File: config.mk
export PLATFORM = sky130hd
export DESIGN_NAME = hpm_host_port
export DESIGN_NICKNAME = d
export VERILOG_FILES = /design/src/verilog/hpm_pkg.sv /design/src/verilog/hpm_sync.sv /design/src/verilog/hpm_host_port.sv
export SDC_FILE = /design/constraint.sdc
export NUM_CORES = 1
export LEC_CHECK = 0
export ABC_AREA = 1
export BUFFER_PORTS_ARGS = -buffer_cell sky130_fd_sc_hd__clkbuf_2
export CAP_MARGIN = 20
export CORE_MARGIN = 4
export CORE_UTILIZATION = 47
export CTS_BUF_LIST = sky130_fd_sc_hd__clkbuf_2 sky130_fd_sc_hd__clkbuf_4 sky130_fd_sc_hd__clkbuf_8
export DETAILED_ROUTE_END_ITERATION = 7
export HOLD_SLACK_MARGIN = 0.08
export MAX_ROUTING_LAYER = met4
export PLACE_DENSITY = 0.81
export REMOVE_ABC_BUFFERS = 1
export SLEW_MARGIN = 30
export SYNTH_ARGS = -nofsm -noshare
export SYNTH_HDL_FRONTEND = slang
export SYNTH_SLANG_ARGS = --single-unit
File: constraint.sdc
create_clock -name sys_clk -period 1.69 [get_ports sys_clk]
set_input_delay 0.2535 -clock sys_clk [delete_from_list [all_inputs] [get_ports sys_clk]]
set_output_delay 0.2535 -clock sys_clk [all_outputs]
set_load 0.03 [all_outputs]
File: src/verilog/hpm_pkg.sv
// Package of constants for the host port mode and global pin block
package hpm_pkg;
    // ------------------------------------------------------------
    // Timing
    // ------------------------------------------------------------
    localparam int unsigned CLK_PERIOD_PS   = 25000;
    localparam int unsigned RESET_MAX_NS    = 2000;
    localparam int unsigned RESET_CYCLES    = (RESET_MAX_NS * 1000) / CLK_PERIOD_PS;
    localparam int unsigned RST_SEQ_CYCLES  = 16;

    // ------------------------------------------------------------
    // Field positions and widths
    // ------------------------------------------------------------
    localparam int unsigned GPIO_DIR_LSB    = 0;
    localparam int unsigned GPIO_LEVEL_LSB  = 2;
    localparam int unsigned INT_OD_BIT      = 0;
    localparam int unsigned INT_POL_BIT     = 1;
    localparam int unsigned TERM_CODE_W     = 3;
    localparam int unsigned NUM_RX          = 22;
    localparam int unsigned ADDR_W          = 11;
    localparam int unsigned DATA_W          = 8;
    localparam int unsigned ADDR_HI_W       = 3;

    // ------------------------------------------------------------
    // Reset values
    // ------------------------------------------------------------
    localparam logic [1:0]  GPIO_DIR_RST    = 2'h0;
    localparam logic [1:0]  INT_CFG_RST     = 2'h0;

    // Host bus flavours decoded from the straps
    typedef enum logic [2:0] {
        HPM_SERIAL       = 3'h0,
        HPM_PAR_DS       = 3'h1,
        HPM_PAR_DS_MUX   = 3'h3,
        HPM_PAR_RDWR     = 3'h5,
        HPM_PAR_RDWR_MUX = 3'h7
    } hpm_mode_type;
endpackage

File: src/verilog/hpm_sync.sv
// Two flip-flop synchroniser for a group of pin inputs
`timescale 1ns/1ps
module hpm_sync #(
    parameter int unsigned WIDTH = 1
) (
    input  wire logic             sys_clk,
    input  wire logic [WIDTH-1:0] din,
    output logic      [WIDTH-1:0] dout
);
    typedef struct packed {
        logic [WIDTH-1:0] first;
        logic [WIDTH-1:0] second;
    } hpm_sync_state_type;

    hpm_sync_state_type state;
    hpm_sync_state_type next_state;

    // First stage feeds only the second stage
    always_comb begin
        next_state.first  = din;
        next_state.second = state.first;
    end

    // No reset: straps must reach the core while reset is held
    always_ff @(posedge sys_clk) begin
        state <= next_state;
    end

    assign dout = state.second;
endmodule

File: src/verilog/hpm_host_port.sv
// Host port mode decode, chip select, address latch, interrupt and global pin gating
`timescale 1ns/1ps
module hpm_host_port #(
    parameter int unsigned NUM_RX     = hpm_pkg::NUM_RX,
    parameter int unsigned NUM_IRQ    = 8,
    parameter int unsigned WAIT_CYC   = 2
) (
    input  wire logic                              sys_clk,
    input  wire logic                              nrst,
    input  wire logic                              bus_type_strap,
    input  wire logic                              parallel_flavor_strap,
    input  wire logic                              bus_multiplex_strap,
    input  wire logic                              chip_select_n,
    input  wire logic                              address_strobe_pin,
    input  wire logic                              strobe_pin,
    input  wire logic                              serial_data_in,
    input  wire logic [hpm_pkg::ADDR_W-1:0]        addr_pin,
    input  wire logic [hpm_pkg::DATA_W-1:0]        data_in,
    input  wire logic [1:0]                        gpio_dir,
    input  wire logic [1:0]                        gpio_level_wr,
    input  wire logic [1:0]                        gpio_pin_in,
    input  wire logic [1:0]                        int_pin_cfg,
    input  wire logic [NUM_IRQ-1:0]                irq_pending,
    input  wire logic [NUM_IRQ-1:0]                irq_mask,
    input  wire logic                              output_enable_pin,
    input  wire logic [NUM_RX-1:0]                 tx_driver_en_reg,
    input  wire logic                              rx_differential,
    input  wire logic                              receive_termination_gate,
    input  wire logic [NUM_RX*hpm_pkg::TERM_CODE_W-1:0] rx_term_code,
    input  wire logic [NUM_RX-1:0]                 rx_120ohm_internal,
    output logic [2:0]                             bus_mode,
    output logic                                   access_active,
    output logic                                   access_start,
    output logic [hpm_pkg::ADDR_W-1:0]             latched_addr,
    output logic                                   addr_valid,
    output logic                                   ready_out,
    output logic                                   serial_sample,
    output logic                                   serial_update,
    output logic                                   serial_bit,
    output logic [1:0]                             gpio_out,
    output logic [1:0]                             gpio_oe,
    output logic [1:0]                             gpio_level_rd,
    output logic                                   int_out,
    output logic                                   int_oe,
    output logic                                   reset_busy,
    output logic [NUM_RX-1:0]                      tx_driver_on,
    output logic [NUM_RX-1:0]                      rx_term_on,
    output logic [NUM_RX*hpm_pkg::TERM_CODE_W-1:0] rx_term_code_out,
    output logic [NUM_RX-1:0]                      rx_120ohm_on
);
    localparam int unsigned SYN_W = 8;
    localparam int unsigned TERM_W = NUM_RX * hpm_pkg::TERM_CODE_W;

    // ------------------------------------------------------------
    // Synchronised pin inputs
    // ------------------------------------------------------------
    logic [SYN_W-1:0] syn;
    logic [1:0]       gpio_syn;

    hpm_sync #(.WIDTH(SYN_W)) u_sync_ctl (
        .sys_clk (sys_clk),
        .din     ({bus_type_strap, parallel_flavor_strap, bus_multiplex_strap, chip_select_n,
                   address_strobe_pin, strobe_pin, serial_data_in, output_enable_pin}),
        .dout    (syn)
    );

    hpm_sync #(.WIDTH(2)) u_sync_gpio (
        .sys_clk (sys_clk),
        .din     (gpio_pin_in),
        .dout    (gpio_syn)
    );

    logic s_bus, s_flav, s_mux, s_cs_n, s_as, s_strb, s_sdi, s_oe;
    assign {s_bus, s_flav, s_mux, s_cs_n, s_as, s_strb, s_sdi, s_oe} = syn;

    // ------------------------------------------------------------
    // State
    // ------------------------------------------------------------
    typedef struct packed {
        logic [2:0]              mode;
        logic                    cs_n_d;
        logic                    as_d;
        logic                    strb_d;
        logic                    active;
        logic                    start;
        logic [hpm_pkg::ADDR_W-1:0] addr;
        logic                    addr_ok;
        logic [3:0]              wait_cnt;
        logic                    rdy;
        logic                    samp;
        logic                    upd;
        logic                    sbit;
        logic [1:0]              g_out;
        logic [1:0]              g_oe;
        logic [1:0]              g_rd;
        logic                    irq;
        logic                    irq_oe;
        logic [6:0]              rst_cnt;
        logic                    busy;
        logic [NUM_RX-1:0]       tx_on;
        logic [NUM_RX-1:0]       term_on;
        logic [TERM_W-1:0]       term_code;
        logic [NUM_RX-1:0]       r120;
    } hpm_state_type;

    hpm_state_type state;
    hpm_state_type next_state;

    logic irq_any;
    logic irq_level;
    logic cs_fall;
    logic as_fall;
    logic strb_fall;
    logic strb_rise;

    assign irq_any   = |(irq_pending & ~irq_mask);
    assign cs_fall   = state.cs_n_d & ~s_cs_n;
    assign as_fall   = state.as_d & ~s_as;
    assign strb_fall = state.strb_d & ~s_strb;
    assign strb_rise = ~state.strb_d & s_strb;
    assign irq_level = irq_any ~^ int_pin_cfg[hpm_pkg::INT_POL_BIT];

    // Next state; straps are only caught while reset is held
    always_comb begin
        next_state        = state;
        next_state.cs_n_d = s_cs_n;
        next_state.as_d   = s_as;
        next_state.strb_d = s_strb;
        next_state.start  = 1'b0;
        next_state.samp   = 1'b0;
        next_state.upd    = 1'b0;

        // Reset sequence counter, bounded well below the 2 us limit
        if (state.busy) begin
            if (state.rst_cnt == 7'(hpm_pkg::RST_SEQ_CYCLES - 1)) begin
                next_state.busy = 1'b0;
            end else begin
                next_state.rst_cnt = state.rst_cnt + 7'h01;
            end
        end

        // A fresh chip select edge opens an access; it stays open while low
        if (cs_fall && !state.busy) begin
            next_state.active   = 1'b1;
            next_state.start    = 1'b1;
            next_state.wait_cnt = 4'h0;
            next_state.rdy      = 1'b0;
            next_state.addr_ok  = 1'b0;
        end else if (s_cs_n) begin
            next_state.active  = 1'b0;
            next_state.rdy     = 1'b0;
            next_state.addr_ok = 1'b0;
        end

        // Multiplexed address capture from upper pins and data bus
        if (state.active && state.mode[0] && state.mode[1] && as_fall) begin
            next_state.addr    = {addr_pin[hpm_pkg::ADDR_W-1:hpm_pkg::DATA_W], data_in};
            next_state.addr_ok = 1'b1;
        end else if (state.active && !(state.mode[0] && state.mode[1])
                     && state.mode != 3'(hpm_pkg::HPM_SERIAL) && !state.addr_ok) begin
            next_state.addr    = addr_pin;
            next_state.addr_ok = 1'b1;
        end

        // Ready with separate strobes: wait states then release
        if (state.active && state.mode[2] && !s_strb) begin
            if (state.wait_cnt == 4'(WAIT_CYC)) begin
                next_state.rdy = 1'b1;
            end else begin
                next_state.wait_cnt = state.wait_cnt + 4'h1;
                next_state.rdy      = 1'b0;
            end
        end else if (state.active && s_strb) begin
            next_state.wait_cnt = 4'h0;
            next_state.rdy      = 1'b0;
        end

        // Serial: sample on rising, update on falling shift clock
        if (state.active && state.mode == 3'(hpm_pkg::HPM_SERIAL)) begin
            next_state.samp = strb_rise;
            next_state.upd  = strb_fall;
            if (strb_rise) begin
                next_state.sbit = s_sdi;
            end
        end

        // General purpose pins
        for (int i = 0; i < 2; i++) begin
            next_state.g_oe[i]  = gpio_dir[hpm_pkg::GPIO_DIR_LSB + i];
            next_state.g_out[i] = gpio_level_wr[i];
            next_state.g_rd[i]  = gpio_dir[i] ? gpio_level_wr[i] : gpio_syn[i];
        end

        // Interrupt pin: open drain drives only the active level
        if (int_pin_cfg[hpm_pkg::INT_OD_BIT]) begin
            next_state.irq    = irq_level;
            next_state.irq_oe = irq_any;
        end else begin
            next_state.irq    = irq_level;
            next_state.irq_oe = 1'b1;
        end

        // Line drivers and receive termination gating only touch the pin side
        next_state.tx_on = s_oe ? tx_driver_en_reg : '0;
        if (rx_differential && !receive_termination_gate) begin
            next_state.term_on   = '0;
            next_state.term_code = '0;
            next_state.r120      = '0;
        end else begin
            next_state.term_on   = '1;
            next_state.term_code = rx_term_code;
            next_state.r120      = rx_120ohm_internal;
        end

        if (!nrst) begin
            next_state         = '0;
            next_state.cs_n_d  = 1'b1;
            next_state.as_d    = 1'b1;
            next_state.strb_d  = 1'b1;
            next_state.busy    = 1'b1;
            next_state.g_oe    = hpm_pkg::GPIO_DIR_RST;
            // Straps sampled while reset is held
            next_state.mode    = s_bus ? {s_flav, s_mux, 1'b1} : 3'h0;
        end
    end

    // Register copy
    always_ff @(posedge sys_clk) begin
        state <= next_state;
    end

    assign bus_mode         = state.mode;
    assign access_active    = state.active;
    assign access_start     = state.start;
    assign latched_addr     = state.addr;
    assign addr_valid       = state.addr_ok;
    assign ready_out        = state.rdy;
    assign serial_sample    = state.samp;
    assign serial_update    = state.upd;
    assign serial_bit       = state.sbit;
    assign gpio_out         = state.g_out;
    assign gpio_oe          = state.g_oe;
    assign gpio_level_rd    = state.g_rd;
    assign int_out          = state.irq;
    assign int_oe           = state.irq_oe;
    assign reset_busy       = state.busy;
    assign tx_driver_on     = state.tx_on;
    assign rx_term_on       = state.term_on;
    assign rx_term_code_out = state.term_code;
    assign rx_120ohm_on     = state.r120;
endmodule

==> results.sh <==
export IMPL_outcome="finished clean"
export IMPL_finalCoreUtilization=0.653
export IMPL_critPathBufInv=1
export IMPL_grt_pass1_vias=5873
export IMPL_place_congestion=0.944
export IMPL_crit_start="rx_term_on[20]$_SDFF_PN0_"
export IMPL_hold_ws_ps=111
export IMPL_yosys_top_cells_count="dfxtp_1, nor2_1, buf_4"
export IMPL_cts_sinks=175
export IMPL_ys_ff_latch=175
export IMPL_crit_required_ps=1440
export IMPL_yosysTopAreaCell="dfxtp_1"
export IMPL_synth_edf_count=3
export IMPL_critical_path_top_delay_family="flip-flops"
export IMPL_irDropWorstVdd_mv=0.636
export IMPL_ys_seq_area_frac=0.534
export IMPL_gr_total_overflow=0
export IMPL_port_buffers=326
export IMPL_drt_initial_drc_count=263
export IMPL_grt_max_degree=89
export IMPL_ys_flop_type="dfxtp_1"
export IMPL_cts_tree="built"
export IMPL_layout_cells_non_filler=1298
export IMPL_reg2reg_from="state[133]$_SDFFE_PN0P_"
export IMPL_crit_type="reg -> out"
export IMPL_slew_violations=0
export IMPL_clock_fmax_mhz=673
export IMPL_min_path_type="in -> reg"
export IMPL_wl_met1_um=6590
export IMPL_clk_path_buf_depth=2
export IMPL_multiInputGateArea_sq_um=1280
export IMPL_vias=5620
export IMPL_routed_wirelength_um=18400
export IMPL_clk_pin_slew_ps=90
export IMPL_nNetsFinal=1271
export IMPL_cp_cell_sequence="clkbuf_2"
export IMPL_viasPerCell=4.33
export IMPL_drcViolationCount=0
export IMPL_setup_violations=0
export IMPL_synth_area_leaders="dfxtp_1, buf_4, nor2_1"
export IMPL_yosys_warnings=0
export IMPL_cts_root_buffer="clkbuf_8"
export IMPL_wl_met3_um=1550
export IMPL_highest_layer="met4"
export IMPL_finalHoldViolCount=0
export IMPL_grt_use_total=0.234
export IMPL_finalCritPeriodShare=0.879
export IMPL_critPathMaxFanout=22
export IMPL_placementRows=43
export IMPL_drtAntennaViolNets=0
export IMPL_power_density_nw_per_um2=972
export IMPL_min_period_ps=1490
export IMPL_wl_per_cell_um=14.2
export IMPL_firstDrtPassIters=4
export IMPL_synth_most_common_cell="dfxtp_1"
export IMPL_fp_dieW_um=127
export IMPL_grt_first_pass_wirelength_um=28700
export IMPL_numCtsBuffers=17
export IMPL_syn_area_sq_um=6610
export IMPL_synth_cells=790
export IMPL_endpoint_kind="output port"
export IMPL_dp_hpwl_um=11800
export IMPL_syn_avg_cell_area_sq_um=8.37
export IMPL_leakage_nw=5.08
export IMPL_clock_skew_ps=11.2
export IMPL_cp_slowest_stage_delay_ps=510
export IMPL_worst_slew_pin_slew_ps=443
export IMPL_ff_latch_area_sq_um=3530
export IMPL_drv_cap=0
export IMPL_drive_gt1_frac=0.336
export IMPL_fp_dieH_um=127
export IMPL_maxSlewHeadroom=0.704
export IMPL_synth_top_area_frac=0.521
export IMPL_synth_cell_types=26
export IMPL_cp_data_arrival_time_ps=1230
export IMPL_dieArea_sq_um=16000
export IMPL_rsz0062_at_grt="false"
export IMPL_crit_slowest_cell="dfxtp_2"
export IMPL_min_from="data_in[2]"
export IMPL_dp_slack_ps=229
export IMPL_syn2layout_area_growth_pct=36.7
export IMPL_htreeDepth=4
export IMPL_wl_met2_um=9580
export IMPL_antenna_found_initial=2
export IMPL_start_util=0.478
export IMPL_startpoint_type="register"
export IMPL_synth_async_reset_ratio=0
export IMPL_clk_latency_ps=450
export IMPL_core_area_sq_um=13800
export IMPL_worst_slack_ps=205
export IMPL_io_pins=327
export IMPL_dp_cells=1132
export IMPL_fillers=1056
sequential cells by signal, summed over array words and instances (netlist names), 3 cells and up:
| signal | flops |
|---|---|
| rx_term_code_out | 66 |
| rx_120ohm_on | 22 |
| tx_driver_on | 22 |
| state | 14 |
| latched_addr | 11 |
| u_sync_ctl.dout | 8 |
| u_sync_ctl.next_state | 8 |
| bus_mode | 3 |
worst min-delay path, stage by stage:
cell	delay [ps]
clkbuf_2	80
nand2_1	50
nand2_1	50
nand3_1	60
nand2_1	50
per-layer routing:
metal | up-vias | global-route usage
li1 | 2772 | -
met1 | 2513 | 0.238
met2 | 285 | 0.411
met3 | 50 | 0.0724
met4 | 0 | 0.108
met5 | - | -
logic make-up after synthesis:
kind of cell	Yosys count	synth area share
compound gates	36	0.0288
flops	175	0.534
buf+inv	319	0.272
simple gates	253	0.154
xor+xnor	4	0.00530
fa+ha+maj	3	0.00568
cell type report:
class | count | area share
inverter | 150 | 0.0623
clock inverter | 14 | 0.0197
antenna | 2 | 0.000554
tap | 180 | 0.0249
multi-input combinational | 296 | 0.142
clock buffer | 18 | 0.0274
timing repair buffer | 463 | 0.332
sequential | 175 | 0.391
repair_timing:
item	in CTS	in global routing
hold buffers	132	0
setup endpoints to repair	22	0
endpoints found under the hold margin	132	0
resized for setup	1	0
setup buffers	0	0
metrics by stage:
step | power [mW] | cell area (sq um) | setup TNS (ps)
after detailed placement | 5.50 | 7280 | 0
after CTS | 8.80 | 9030 | 0
after floorplan | 5.03 | 5380 | -67760
final | 8.79 | 9030 | 0
after global placement | 5.47 | 7280 | 0
after global routing | 9.15 | 9030 | 0
power by group:
part           internal (mW)  leakage [nW]  switching (mW)
clock network           1.53         0.220            1.57
registers               4.32          1.45          0.0717
logic                  0.530          3.40           0.762
cells in the final DEF (no fill, tap or decap), types with 11 or more instances in the layout:
| master | synthesis | final |
|---|---|---|
| nor2_1 | 154 | 154 |
| nand3_1 | 19 | 19 |
| clkbuf_2 | 0 | 326 |
| dlygate4sd3_1 | 0 | 132 |
| inv_1 | 147 | 147 |
| clkbuf_8 | 0 | 18 |
| o21ai_0 | 22 | 22 |
| dfxtp_1 | 172 | 171 |
| a21oi_1 | 11 | 11 |
| nand2_1 | 68 | 68 |
path summary, 6_finish.rpt:
| kind | end | slack (ps) | depth (start not counted) |
|---|---|---|---|
| worst max-delay path | rx_term_on[3] | 200 | 1 |
| worst min-delay path | latched_addr[2]$_SDFFE_PN0P_ | 110 | 5 |
| worst max register to register | state[135]$_SDFFE_PN0P_ | 220 | 5 |
| worst min register to register | u_sync_ctl.dout[7]$_DFF_P_ | 330 | 0 |
(Power assumes the default switching activity.)
